--- src/shared/btp_pkg.sv ---
// constants and types for the branch target and program counter logic
//////////////////////////////////////////////////////////////////////////////
//////////////////////////////////////////////////////////////////////////////
package btp_pkg;
  localparam int ADDR_W = 16;
  localparam int LEN_W = 3;
  localparam logic [15:0] RESET_PC = 16'h0000;
  localparam logic [15:0] TABLE_BASE = 16'h0040;
  localparam logic [15:0] TABLE_LAST = 16'h007F;
  localparam int INDEX_LO = 1;
  localparam int INDEX_HI = 5;
  localparam int SIGN_BIT = 7;

  // branch operation requested by the decoder
  typedef enum logic [2:0] {
    BTP_OP_SEQ = 3'b000,
    BTP_OP_REL = 3'b001,
    BTP_OP_ABS = 3'b010,
    BTP_OP_TBL = 3'b011,
    BTP_OP_REG = 3'b100
  } btp_op_t;

  typedef enum logic [1:0] {
    BTP_ST_IDLE = 2'b00,
    BTP_ST_RD_LO = 2'b01,
    BTP_ST_RD_HI = 2'b10
  } btp_state_t;
endpackage

--- src/hdl/btp_pc_unit.sv ---
// program counter update and branch target generation
`timescale 1ns/1ps
module btp_pc_unit (
  input wire logic clk_in,
  input wire logic srst_in,
  input wire logic exec_in,
  input wire btp_pkg::btp_op_t op_in,
  input wire logic [btp_pkg::LEN_W-1:0] length_in,
  input wire logic [7:0] opcode_in,
  input wire logic [7:0] relative_displacement_in,
  input wire logic [15:0] absolute_target_field_in,
  input wire logic [15:0] accumulator_register_pair_in,
  input wire logic [7:0] mem_data_in,
  input wire logic mem_valid_in,
  output logic [15:0] pc_out,
  output logic busy_out,
  output logic mem_req_out,
  output logic [15:0] mem_addr_out
);
  import btp_pkg::*;

  typedef struct packed {
    logic [15:0] pc;
    btp_state_t st;
    logic [7:0] lo;
    logic req;
    logic [15:0] addr;
  } btp_regs_t;

  btp_regs_t r;
  btp_regs_t next_r;
  logic [15:0] seq_pc;
  logic [15:0] rel_pc;
  logic [15:0] vec_addr;

  //////////////////////////////////////////////////////////////////////////////
  // sequential address and relative target
  always_comb begin
    seq_pc = r.pc + {13'h0000, length_in};
  end

  btp_rel_adder u_add (
    .base_in(seq_pc),
    .disp_in(relative_displacement_in),
    .sum_out(rel_pc)
  );

  always_comb begin
    vec_addr = TABLE_BASE | {10'h000, opcode_in[INDEX_HI:INDEX_LO], 1'b0};
  end

  //////////////////////////////////////////////////////////////////////////////
  // next state
  always_comb begin
    next_r = r;
    case (r.st)
      BTP_ST_IDLE: begin
        if (exec_in) begin
          case (op_in)
            BTP_OP_SEQ: next_r.pc = seq_pc;
            BTP_OP_REL: next_r.pc = rel_pc;
            BTP_OP_ABS: next_r.pc = absolute_target_field_in;
            BTP_OP_REG: next_r.pc = accumulator_register_pair_in;
            BTP_OP_TBL: begin
              next_r.st = BTP_ST_RD_LO;
              next_r.req = 1'b1;
              next_r.addr = vec_addr;
            end
            default: next_r.pc = seq_pc;
          endcase
        end
      end
      BTP_ST_RD_LO: begin
        if (mem_valid_in) begin
          next_r.lo = mem_data_in;
          next_r.addr = r.addr + 16'h0001;
          next_r.st = BTP_ST_RD_HI;
        end
      end
      BTP_ST_RD_HI: begin
        if (mem_valid_in) begin
          next_r.pc = {mem_data_in, r.lo};
          next_r.req = 1'b0;
          next_r.st = BTP_ST_IDLE;
        end
      end
      default: begin
        next_r.st = BTP_ST_IDLE;
        next_r.req = 1'b0;
      end
    endcase
  end

  always_ff @(posedge clk_in) begin
    if (srst_in) begin
      r <= '{pc: RESET_PC, st: BTP_ST_IDLE, lo: 8'h00, req: 1'b0, addr: 16'h0000};
    end else begin
      r <= next_r;
    end
  end

  always_comb begin
    pc_out = r.pc;
    mem_req_out = r.req;
    mem_addr_out = r.addr;
    busy_out = r.req;
  end
endmodule

--- src/hdl/btp_rel_adder.sv ---
// signed displacement adder for relative branch targets
`timescale 1ns/1ps
module btp_rel_adder (
  input wire logic [15:0] base_in,
  input wire logic [7:0] disp_in,
  output logic [15:0] sum_out
);
  import btp_pkg::*;
  logic [15:0] disp_ext;
  always_comb begin
    disp_ext = {{8{disp_in[SIGN_BIT]}}, disp_in};
    sum_out = base_in + disp_ext;
  end
endmodule

--- config.mk ---
export PLATFORM = sky130hd
export DESIGN_NAME = btp_pc_unit
export DESIGN_NICKNAME = d
export VERILOG_FILES = /design/src/shared/btp_pkg.sv /design/src/hdl/btp_pc_unit.sv /design/src/hdl/btp_rel_adder.sv
export SDC_FILE = /design/constraint.sdc
export NUM_CORES = 1
export LEC_CHECK = 0
export ABC_CLOCK_PERIOD_IN_PS = 4500
export BUFFER_PORTS_ARGS = -buffer_cell sky130_fd_sc_hd__buf_2
export CORE_MARGIN = 1
export CORE_UTILIZATION = 30
export DETAILED_ROUTE_END_ITERATION = 8
export GPL_TIMING_DRIVEN = 0
export PLACE_DENSITY_LB_ADDON = 0.2
export SKIP_LAST_GASP = 1
export SLEW_MARGIN = 5
export SYNTH_ARGS = -nofsm -noshare
export SYNTH_HDL_FRONTEND = slang
export SYNTH_HIERARCHICAL = 1
export SYNTH_SLANG_ARGS = --single-unit
export TNS_END_PERCENT = 20
--- constraint.sdc ---
create_clock -name clk_in -period 4.5 [get_ports clk_in]
set_input_delay 0.225 -clock clk_in [delete_from_list [all_inputs] [get_ports clk_in]]
set_output_delay 0.225 -clock clk_in [all_outputs]
set_load 0.005 [all_outputs]
== Yosys cells after proc, flatten, opt, wreduce, memory -nomap -nowiden ==
Index checks and enable logic that the tools add are counted.

* Flip-flop bits (word level): 43
* Latch bits: 0
* Memory bits (writable): 0
* ROM bits: 0
* Output and inout port bits: 34
* Word-level logic and storage cells: 41
* Memories: 0

* $add $sub $neg: 3
* $mul: 0
* Div/mod/pow operators: 0
* $lt $le $gt $ge: 0
* Equal/unequal tests: 11
* Shift-type cells: 0
* Multiplexer cells: 13
* Bitwise logic cells: 1
* Reductions and logical operators: 8

{| class="wikitable"
|+ Operators by type and width
! kind !! number
|-
| 16-bit case mux with 2 select lines || 2
|-
| 16-bit case mux with 4 select lines || 1
|-
| 18-bit two-way mux || 2
|-
| 17-bit two-way mux || 2
|-
| 16-bit by 1-bit adder with 16-bit output (second input constant) || 1
|-
| 16-bit adder || 1
|-
| 16-bit by 3-bit adder with 16-bit output || 1
|-
| 16-bit two-way mux || 1
|-
| 4-bit AND reduction || 4
|-
| 10-bit two-way mux || 1
|-
| 2-bit inequality test (second input constant) || 4
|-
| 3-bit by 2-bit equality test with 1-bit output (second input constant) || 2
|-
| 2-bit case mux with 3 select lines || 1
|-
| 2-bit nonzero test || 2
|-
| 3-bit by 1-bit equality test with 1-bit output (second input constant) || 1
|-
| 3-bit equality test (second input constant) || 1
|-
| 1-bit case mux with 3 select lines || 1
|-
| 2-bit by 1-bit equality test with 1-bit output (second input constant) || 1
|-
| 2-bit equality test (second input constant) || 1
|-
| 2-bit zero test || 1
|-
| 2-bit two-way mux || 1
|-
| 2-bit by 1-bit inequality test with 1-bit output (second input constant) || 1
|-
| 2-bit AND reduction || 1
|-
| 1-bit two-way mux || 1
|-
| 1-bit NOT || 1
|}

== Logic depth before layout (Yosys ltp) ==
Gate-level depths: netlist of run 1.

* Word-level depth: 5
* Depth in mapped cells: 17

== By module ==
Netlist of run 1, hierarchy kept.

{| class="wikitable"
|+ By module, submodules not included
! module !! instances !! cells each !! area each (µm²) !! sequential area each (µm²)
|-
| btp_pc_unit || 1 || 409 || 3,151.8 || 860.8
|-
| btp_rel_adder || 1 || 104 || 805.8 || 0.0
|}

== Least setup slack after synthesis of run 1 ==
Ideal clock, no wire load.

* Kind: reg2reg
* From: reg r (netlist bit pc_out[0])
* To: reg r (netlist bit pc_out[15])
* Data arrival time: 3,154 ps
* Required time: 4,378 ps
* Slack: 1,224 ps
* Stages on the path, launching flop included: 18
* Path through: dfxtp_1 > ha_1 > fa_1 > a21oi_1 > nor4b_1 > xnor2_1 > inv_1 > ha_1 > buf_2 > a221o_1 > a31oi_1 > o21a_1 > o21ai_1 > xnor2_1 > a22oi_1 > o21ai_0 > a21oi_1 > a31oi_1

* Cells in the longest elaborated chain, start to end: 5

{| class="wikitable"
|+ Ends and longest elaborated chain
! element !! RTL line !! source
|-
| start: declaration || btp_pc_unit.sv:30 || <nowiki>btp_regs_t r;</nowiki>
|-
| start signal: assignment || btp_pc_unit.sv:96 || <nowiki>r <= '{pc: RESET_PC, st: BTP_ST_IDLE, lo: 8'h00, req: 1'b0, addr: 16'h0000};</nowiki>
|-
| start signal: assignment || btp_pc_unit.sv:98 || <nowiki>r <= next_r;</nowiki>
|-
| 16-bit by 3-bit adder with 16-bit output || btp_pc_unit.sv:39 || <nowiki>seq_pc = r.pc + {13'h0000, length_in};</nowiki>
|-
| net seq_pc[12] || btp_pc_unit.sv:32 || <nowiki>logic [15:0] seq_pc;</nowiki>
|-
| 16-bit adder || btp_rel_adder.sv:12 || <nowiki>sum_out = base_in + disp_ext;</nowiki>
|-
| net rel_pc[15] || btp_pc_unit.sv:33 || <nowiki>logic [15:0] rel_pc;</nowiki>
|-
| 16-bit case mux with 4 select lines || btp_pc_unit.sv:59 || <nowiki>case (op_in)</nowiki>
|-
| 18-bit two-way mux || btp_pc_unit.sv:58 || <nowiki>if (exec_in) begin</nowiki>
|-
| 16-bit case mux with 2 select lines || btp_pc_unit.sv:56 || <nowiki>case (r.st)</nowiki>
|}

The timed path passes the listed nets, and every way through them passes these cells. The select of a mux whose other input is x is not followed.
A chain may end at the register's enable or synchronous reset.

== Worst setup path after layout of run 1 ==
* From: reg r (netlist bit pc_out[0])
* To: reg r (netlist bit pc_out[13])

Same word-level chain as after synthesis.

==> impl_metrics.env, run 1 <==
export IMPL_status="complete, no violations"
export IMPL_synth_net_count=600
export IMPL_synth_top_area_frac=0.218
export IMPL_core_area_um2=12700
export IMPL_grt_usage=0.187
export IMPL_synth_cell_area_um2=3960
export IMPL_fin_crit_sh=0.889
export IMPL_fin_hold_ws_ns=0.214
export IMPL_fmax_mhz=250
export IMPL_synth_top_cells_by_area="dfxtp_1, a21oi_1, buf_4"
export IMPL_ctsHoldBuffers=0
export IMPL_gp_congestion=0.890
export IMPL_routedWlPerCell_um=16.3
export IMPL_postSynthRegisterBits=43
export IMPL_clk_latency_ns=0.28
export IMPL_dp_hpwl_um=10300
export IMPL_layout_area_seq_um2=861
export IMPL_rsz0062_at_grt="no"
export IMPL_tightest_slew_ns=1.29
export IMPL_firstDrtPassIters=5
export IMPL_hold_viol_final=0
export IMPL_cts_resized=0
export IMPL_diodes=0
export IMPL_cts_tree="built"
export IMPL_clockBufferDepth=2
export IMPL_grt_pass1_vias=3783
export IMPL_cts_sinks=43
export IMPL_critical_path_arrival_ns=4.18
export IMPL_crit_path_start_kind="flip-flop"
export IMPL_grt_pass1_wl_um=19500
export IMPL_r2r_cells=15
export IMPL_clkSlewWorstSetupHoldPaths_ns=0.06
export IMPL_slew_headroom=0.141
export IMPL_synth_async_reset_ratio=0
export IMPL_std_cell_rows=41
export IMPL_cp_max_fo=10
export IMPL_ys_flop_type="dfxtp_1"
export IMPL_grt_ovfl_total=0
export IMPL_io_pins=100
export IMPL_vias_per_cell=5.23
export IMPL_hold_depth=3
export IMPL_skew_ns=0.00207
export IMPL_slew_viol_final=0
export IMPL_syn_inst=513
export IMPL_seq_area_frac_synth=0.218
export IMPL_p_leak_uw=0.00202
export IMPL_vdd_drop_max_uv=140
export IMPL_avgSynthCellArea_um2=7.71
export IMPL_clockRootBuffer="clkbuf_16"
export IMPL_initial_core_util=0.311
export IMPL_drt_initial_drc_count=232
export IMPL_p_per_area_nw_per_um2=263
export IMPL_ant_nets=0
export IMPL_port_buffers=93
export IMPL_fillers=1403
export IMPL_htreeDepth=2
export IMPL_wl_um=12800
export IMPL_postCtsSetupBuffers=0
export IMPL_cp_required_ns=4.68
export IMPL_drcViolationCount=0
export IMPL_final_cells=786
export IMPL_drv_cap=0
export IMPL_layout_drive_gt1_share=0.282
export IMPL_fin_setup_tns_ns=0
export IMPL_yosysMostFrequentCell="a21oi_1"
export IMPL_finalCriticalPeriod_ns=4.00
export IMPL_areaGrowthSynthToFinish_pct=21.7
export IMPL_fin_area_um2=4820
export IMPL_die_area_um2=13700
export IMPL_worstSetupPathType="reg2reg"
export IMPL_grt_start_max_net_pins=15
export IMPL_synth_warnings=6
export IMPL_multi_input_area_um2=2670
export IMPL_min_path_type="in2reg"
export IMPL_dp_cells=778
export IMPL_grt_antenna_before_repair=0
export IMPL_yosysTopAreaCell="dfxtp_1"
export IMPL_dpl_cell_area_um2=4640
export IMPL_ys_types=72
export IMPL_vias=4108
export IMPL_die_h_um=117
export IMPL_setup_violations=0
export IMPL_cts_buffers=5
export IMPL_nets=700
export IMPL_synth_edf_count=0
export IMPL_yosys_top_cells_count="a21oi_1, nand2_1, dfxtp_1"
export IMPL_final_core_util=0.379
export IMPL_critPathCaptureType="flip-flop"
export IMPL_die_x_um=117
## power by group
| part | switching [µW] | internal [µW] | total [µW] |
|---|---|---|---|
| clock | 154 | 279 | 433 |
| combinational | 229 | 183 | 413 |
| sequential | 24.6 | 397 | 422 |
| total | 408 | 860 | 1270 |
## placed cells by master, fill, tap and decap left out, types with 7 or more instances in the layout
| master | n |
|---|---|
| ha_1 | 19 |
| a21oi_1 | 61 |
| o21ai_0 | 13 |
| clkbuf_1 | 17 |
| nand2b_1 | 8 |
| a22oi_1 | 8 |
| inv_1 | 11 |
| xor2_1 | 13 |
| nand3_1 | 21 |
| dfxtp_1 | 43 |
| nand2_1 | 48 |
| nand3b_1 | 7 |
| xnor2_1 | 23 |
| nor3_1 | 8 |
| buf_2 | 106 |
| buf_4 | 33 |
| a211oi_1 | 9 |
| nor2_1 | 34 |
## routing by layer
| layer | GRT usage | vias to the layer above | part of all wire |
|---|---|---|---|
| li1 | - | 2035 | - |
| met1 | 0.256 | 1914 | 0.47 |
| met2 | 0.321 | 147 | 0.47 |
| met3 | 0.0170 | 12 | 0.055 |
| met4 | 0.0371 | 0 | 0.0082 |
| met5 | 0 | - | 0 |
## kinds of logic after synthesis
kind of cell,Yosys count,share of synthesized area
adder cells (fa/ha/maj),21,0.0702
flip-flops,43,0.218
multiplexers,4,0.0101
AND/OR/NAND/NOR,177,0.250
buffers and inverters,77,0.108
XOR/XNOR,36,0.0797
AO/OA/AOI/OAI,155,0.264
## worst max-delay path, stage by stage, from the launching register on
cell	delay, ns
dfxtp_1	0.33
ha_1	0.22
fa_1	0.43
a21oi_1	0.42
nor4b_2	0.13
xor2_1	0.18
ha_1	0.31
buf_2	0.18
a21oi_2	0.23
o21ai_1	0.16
nor4b_2	0.27
nor3_2	0.09
a22oi_1	0.17
a2bb2oi_1	0.33
o21ai_0	0.17
a22o_1	0.26
## stage by stage
step,power [µW],worst slack [ns]
after floorplan,711,1.22
after global placement,832,0.587
after detailed placement,837,0.544
after CTS,1280,0.536
after global routing,1340,0.281
final,1270,0.500
## path summary, 6_finish.rpt
path | start | to | slack, ns
max | pc_out[0] | pc_out[13] | 0.50
min | mem_data_in[3] | r[20] | 0.21
max reg2reg | pc_out[0] | pc_out[13] | 0.50
min reg2reg | r[24] | r[24] | 0.46
## sequential cells by signal, summed over array words and instances, names as in the netlist
name / cells
r: 10
busy_out: 1
pc_out: 16
mem_addr_out: 16
## area by class of cell
type / count / area share
multi-input combinational: 393 / 0.554
sequential: 43 / 0.179
timing repair buffer: 93 / 0.0966
buffer: 66 / 0.0805
tap: 172 / 0.0447
clock buffer: 6 / 0.0288
inverter: 11 / 0.00857
clock inverter: 2 / 0.00805
(Power assumes the default switching activity.)
==> run 2, diff against run 1 <==
--- a/config.mk
+++ b/config.mk
@@ -5,8 +5,9 @@
 export SDC_FILE = /design/constraint.sdc
 export NUM_CORES = 1
 export LEC_CHECK = 0
-export ABC_CLOCK_PERIOD_IN_PS = 4500
+export ABC_CLOCK_PERIOD_IN_PS = 4150
 export BUFFER_PORTS_ARGS = -buffer_cell sky130_fd_sc_hd__buf_2
+export CORE_ASPECT_RATIO = 1.25
 export CORE_MARGIN = 1
 export CORE_UTILIZATION = 30
 export DETAILED_ROUTE_END_ITERATION = 8
==> constraint.sdc (replaced) <==
create_clock -name clk_in -period 4.15 [get_ports clk_in]
set_input_delay 0.2075 -clock clk_in [delete_from_list [all_inputs] [get_ports clk_in]]
set_output_delay 0.2075 -clock clk_in [all_outputs]
set_load 0.005 [all_outputs]
==> impl_metrics.env, run 2 (synthesis results as in run 1) <==
export IMPL_critPathCaptureType="flip-flop"
export IMPL_port_buffers=93
export IMPL_layout_drive_gt1_share=0.283
export IMPL_wl_um=12700
export IMPL_clkSlewWorstSetupHoldPaths_ns=0.06
export IMPL_dp_hpwl_um=10200
export IMPL_clockBufferDepth=2
export IMPL_fin_hold_ws_ns=0.179
export IMPL_skew_ns=0.00526
export IMPL_die_x_um=105
export IMPL_areaGrowthSynthToFinish_pct=21.6
export IMPL_slew_headroom=0.177
export IMPL_vdd_drop_max_uv=239
export IMPL_initial_core_util=0.310
export IMPL_critical_path_arrival_ns=4.07
export IMPL_fmax_mhz=258
export IMPL_worstHoldStart="mem_data_in[7]"
export IMPL_hold_depth=3
export IMPL_fin_ws_ns=0.270
export IMPL_rr_endpoint="pc_out[13]"
export IMPL_io_pins=100
export IMPL_drt_initial_drc_count=238
export IMPL_intPower_uw=914
export IMPL_p_leak_uw=0.00202
export IMPL_crit_path_start_kind="flip-flop"
export IMPL_status="complete, no violations"
export IMPL_worstHoldEndpoint="r[24]"
export IMPL_drv_cap=0
export IMPL_std_cell_rows=46
export IMPL_ant_nets=0
export IMPL_p_seq_frac=0.337
export IMPL_grt_ovfl_total=0
export IMPL_grt_start_max_net_pins=15
export IMPL_grt_pass1_wl_um=20200
export IMPL_fillers=1412
export IMPL_drcViolationCount=0
export IMPL_hold_viol_final=0
export IMPL_r2r_cells=15
export IMPL_worstSetupPathType="reg2reg"
export IMPL_die_area_um2=13700
export IMPL_firstDrtPassIters=4
export IMPL_cp_max_fo=6
export IMPL_grt_usage=0.188
export IMPL_p_per_area_nw_per_um2=283
export IMPL_finalCriticalPeriod_ns=3.88
export IMPL_vias=4072
export IMPL_tightest_slew_ns=1.23
export IMPL_dpl_cell_area_um2=4630
export IMPL_setup_violations=0
export IMPL_die_h_um=130
export IMPL_clk_latency_ns=0.29
export IMPL_pwr_share_comb=0.326
export IMPL_multi_input_area_um2=2680
export IMPL_slowest_delay_ns=0.46
export IMPL_cts_tree="built"
export IMPL_gp_congestion=0.878
export IMPL_layout_common_cells="buf_2, a21oi_1, nand2_1"
export IMPL_slowest_stage="fa_1"
export IMPL_grt_antenna_before_repair=0
export IMPL_p_switching_uw=446
export IMPL_core_area_um2=12800
export IMPL_slew_viol_final=0
export IMPL_cts_sinks=43
export IMPL_cp_top_family="compound AO/OA/AOI/OAI gates"
export IMPL_cts_buffers=5
export IMPL_p_clk_frac=0.337
export IMPL_fin_area_um2=4810
export IMPL_total_power_uw=1360
export IMPL_layout_area_seq_um2=861
export IMPL_mostFrequentLayoutCell="buf_2"
export IMPL_vias_per_cell=5.21
export IMPL_postCtsSetupBuffers=0
export IMPL_nets=700
export IMPL_r2r_start="pc_out[0]"
export IMPL_grt_pass1_vias=3944
export IMPL_final_core_util=0.377
export IMPL_diodes=0
export IMPL_cp_required_ns=4.34
export IMPL_rrSetupSlack_ns=0.27
export IMPL_clockRootBuffer="clkbuf_16"
export IMPL_post_place_ws_ns=0.0539
export IMPL_htreeDepth=2
export IMPL_fin_crit_sh=0.935
export IMPL_rsz0062_at_grt="yes"
export IMPL_crit_path_frequent_cell="ha_1"
export IMPL_switching_share=0.328
export IMPL_routedWlPerCell_um=16.3
export IMPL_worstPathCellList="ha_1 -> fa_1 -> a21o_1 -> nand2_1 -> xnor2_1 -> ha_1 -> a21oi_1 -> o21ai_2 -> o211ai_2 -> nor4b_2 -> nor3_2 -> a22oi_1 -> a2bb2oi_1 -> o21ai_0 -> a22o_1"
export IMPL_min_path_type="in2reg"
export IMPL_crit_buf_inv=0
==> run 2: changes by cell type in the layout (fill, tap and decap cells not counted) <==
cell	before	now
a21oi_4	0	1
clkinv_2	0	1
a21oi_1	61	60
o21ai_1	4	5
inv_6	1	0
clkinv_4	0	1
clkbuf_8	1	0
o21ai_0	13	12
==> run 2: final cells by class <==
type	instances	area share
buffer	66	0.0806
clock buffer	5	0.0260
clock inverter	3	0.00910
inverter	11	0.00858
multi-input combinational	393	0.557
sequential	43	0.179
tap	168	0.0437
timing repair buffer	93	0.0967
==> run 2: what timing repair did <==
| item | CTS | global route |
|---|---|---|
| hold buffers | 0 | 0 |
| setup endpoints to repair | 0 | 2 |
| endpoints found under the hold margin | 0 | 0 |
| resized for setup | 0 | 3 |
==> run 2: power by group through the flow <==
| stage | logic (µW) | clock network (µW) | registers, µW |
|---|---|---|---|
| after global routing | 490 | 485 | 461 |
| after CTS | 441 | 469 | 458 |
| after global placement | 435 | 0 | 466 |
| final | 444 | 458 | 458 |
| after detailed placement | 438 | 0 | 467 |
| after floorplan | 312 | 0 | 458 |
==> run 2: worst min-delay path, stage by stage <==
cell	delay, ns
buf_2	0.12
nand2_1	0.05
a21oi_1	0.05
==> run 2: worst max path at each step <==
stage | depth (start not counted) | start | to
floorplan | 17 | pc_out[0] | pc_out[15]
global placement | 18 | length_in[0] | pc_out[15]
detailed placement | 18 | length_in[0] | pc_out[15]
CTS | 17 | pc_out[0] | pc_out[15]
global route | 15 | pc_out[0] | pc_out[13]
finish | 15 | pc_out[0] | pc_out[13]
==> run 2: layer usage <==
layer | part of all wire | global-route usage | wire [µm] | up-vias
met4 | 0.021 | 0.0762 | 263 | 0
li1 | - | - | - | 2044
met3 | 0.059 | 0.0382 | 751 | 19
met5 | 0 | 0 | 0 | -
met1 | 0.43 | 0.216 | 5420 | 1882
met2 | 0.49 | 0.343 | 6300 | 127
==> run 2: metrics by stage <==
step	TNS, ns	instances
6_report	0	782
5_1_grt	-0.0196	782
4_1_cts	0	782
3_5_place_dp	0	774
3_3_place_gp	0	774
2_1_floorplan	0	513
==> run 3, diff against run 2 <==
--- a/config.mk
+++ b/config.mk
@@ -13,6 +13,7 @@
 export DETAILED_ROUTE_END_ITERATION = 8
 export GPL_TIMING_DRIVEN = 0
 export PLACE_DENSITY_LB_ADDON = 0.2
+export REMOVE_ABC_BUFFERS = 1
 export SKIP_LAST_GASP = 1
 export SLEW_MARGIN = 5
 export SYNTH_ARGS = -nofsm -noshare
==> impl_metrics.env, run 3 (synthesis results as in run 1) <==
export IMPL_crit_path_frequent_cell="ha_1"
export IMPL_firstDrtPassIters=4
export IMPL_routedWlPerCell_um=16.7
export IMPL_slowest_stage="fa_1"
export IMPL_dp_hpwl_um=9410
export IMPL_port_buffers=96
export IMPL_die_h_um=130
export IMPL_fmax_mhz=268
export IMPL_drcViolationCount=0
export IMPL_gp_congestion=0.821
export IMPL_cts_sinks=43
export IMPL_cts_tree="built"
export IMPL_r2r_cells=15
export IMPL_rrSetupSlack_ns=0.42
export IMPL_grt_antenna_before_repair=1
export IMPL_nets=638
export IMPL_mostFrequentLayoutCell="buf_2"
export IMPL_core_area_um2=12800
export IMPL_areaGrowthSynthToFinish_pct=11.7
export IMPL_rr_endpoint="pc_out[13]"
export IMPL_drv_cap=0
export IMPL_grt_usage=0.179
export IMPL_hold_viol_final=0
export IMPL_std_cell_rows=46
export IMPL_clockRootBuffer="clkbuf_16"
export IMPL_cp_required_ns=4.32
export IMPL_slew_viol_final=0
export IMPL_p_leak_uw=0.00177
export IMPL_dpl_cell_area_um2=4280
export IMPL_p_per_area_nw_per_um2=281
export IMPL_clkSlewWorstSetupHoldPaths_ns=0.06
export IMPL_clockBufferDepth=2
export IMPL_worstPathCellList="ha_1 -> fa_1 -> a21o_1 -> nand2_1 -> xnor2_1 -> ha_1 -> a21oi_1 -> o21ai_2 -> o211ai_2 -> nor4b_2 -> nor3_2 -> a22oi_1 -> a2bb2oi_1 -> o21ai_0 -> a22o_1"
export IMPL_r2r_start="pc_out[0]"
export IMPL_io_pins=100
export IMPL_grt_ovfl_total=0
export IMPL_fin_crit_sh=0.898
export IMPL_htreeDepth=2
export IMPL_tightest_slew_ns=1.24
export IMPL_layout_common_cells="buf_2, a21oi_1, nand2_1"
export IMPL_slowest_delay_ns=0.44
export IMPL_dp_cells=712
export IMPL_layout_drive_gt1_share=0.237
export IMPL_grt_start_max_net_pins=38
export IMPL_fin_area_um2=4420
export IMPL_clk_latency_ns=0.28
export IMPL_finalCriticalPeriod_ns=3.73
export IMPL_setup_violations=0
export IMPL_initial_core_util=0.310
export IMPL_rsz0062_at_grt="no"
export IMPL_fillers=1408
export IMPL_post_place_ws_ns=0.361
export IMPL_min_path_type="in2reg"
export IMPL_final_cells=720
export IMPL_ant_nets=0
export IMPL_die_x_um=105
export IMPL_slew_headroom=0.170
export IMPL_worstSetupPathType="reg2reg"
export IMPL_vias=3823
export IMPL_vias_per_cell=5.31
export IMPL_wl_um=12100
export IMPL_fin_setup_tns_ns=0
export IMPL_grt_pass1_wl_um=19600
export IMPL_die_area_um2=13700
export IMPL_grt_pass1_vias=3781
export IMPL_diodes=0
export IMPL_drt_initial_drc_count=158
export IMPL_vdd_drop_max_uv=148
export IMPL_cp_max_fo=6
export IMPL_cts_buffers=5
export IMPL_hold_depth=3
export IMPL_skew_ns=0.00277
export IMPL_crit_path_start_kind="flip-flop"
export IMPL_worstHoldStart="mem_data_in[6]"
export IMPL_status="complete, no violations"
export IMPL_worstHoldEndpoint="r[23]"
export IMPL_postCtsSetupBuffers=0
export IMPL_fin_ws_ns=0.423
export IMPL_critPathCaptureType="flip-flop"
export IMPL_critical_path_arrival_ns=3.90
==> run 3: changes by cell type in the layout (fill, tap and decap cells not counted), sizes merged <==
| cell | delta |
|---|---|
| buf | -45 |
| bufinv | -1 |
| clkbuf | -15 |
| clkinv | -1 |
==> run 3: how the worst max path moves through the flow <==
| stage | startpoint | to | slack, ns |
|---|---|---|---|
| CTS | pc_out[0] | pc_out[13] | 0.35 |
| finish | pc_out[0] | pc_out[13] | 0.42 |
| floorplan | pc_out[0] | pc_out[13] | 0.88 |
| global placement | length_in[0] | pc_out[15] | 0.26 |
| global route | pc_out[0] | pc_out[15] | 0.08 |
| detailed placement | length_in[0] | pc_out[13] | 0.36 |
==> run 3: timing repair <==
item                       in CTS  in global routing
setup endpoints to repair       0                  1
hold buffers                    0                  0
resized for setup               0                  1
==> run 3: power by group <==
| group | internal, µW | switching, µW |
|---|---|---|
| clock network | 222 | 153 |
| registers | 431 | 26.8 |
| logic | 177 | 232 |
| total | 830 | 411 |
==> run 3: critical path: cells and delay by family, from the launching register on <==
family                     cells  cell delay (ns)
AOI/OAI and AO/OA              8             1.67
xor gates and xnor gates       1             0.15
adders and majority gates      3             1.01
DFF                            1             0.33
and+or+nand+nor                3             0.46
==> run 3: cell type report <==
| class | count | area (µm²) | area share |
|---|---|---|---|
| clock inverters | 1 | 5.00 | 0.00113 |
| flip-flops and latches | 43 | 861 | 0.195 |
| well taps | 168 | 210 | 0.0476 |
| multi-input cells | 393 | 2680 | 0.606 |
| inverters | 11 | 41.3 | 0.00934 |
| clock buffers | 7 | 133 | 0.0300 |
| repair buffers | 97 | 492 | 0.111 |
==> run 3: per-layer routing <==
layer / track usage / vias to the layer above / routed length (µm)
li1: - / 1907 / -
met1: 0.208 / 1787 / 5120
met2: 0.332 / 106 / 6020
met3: 0.0332 / 21 / 631
met4: 0.0646 / 2 / 267
met5: 0 / - / 10
==> run 3: per-stage QoR <==
| step | power (µW) | hold slack (ns) | util |
|---|---|---|---|
| finish | 1240 | 0.181 | 0.346 |
| global route | 1320 | 0.187 | 0.346 |
| CTS | 1250 | 0.175 | 0.346 |
| detailed placement | 872 | 0.454 | 0.335 |
| global placement | 866 | 0.447 | 0.333 |
| floorplan | 733 | 0.277 | - |
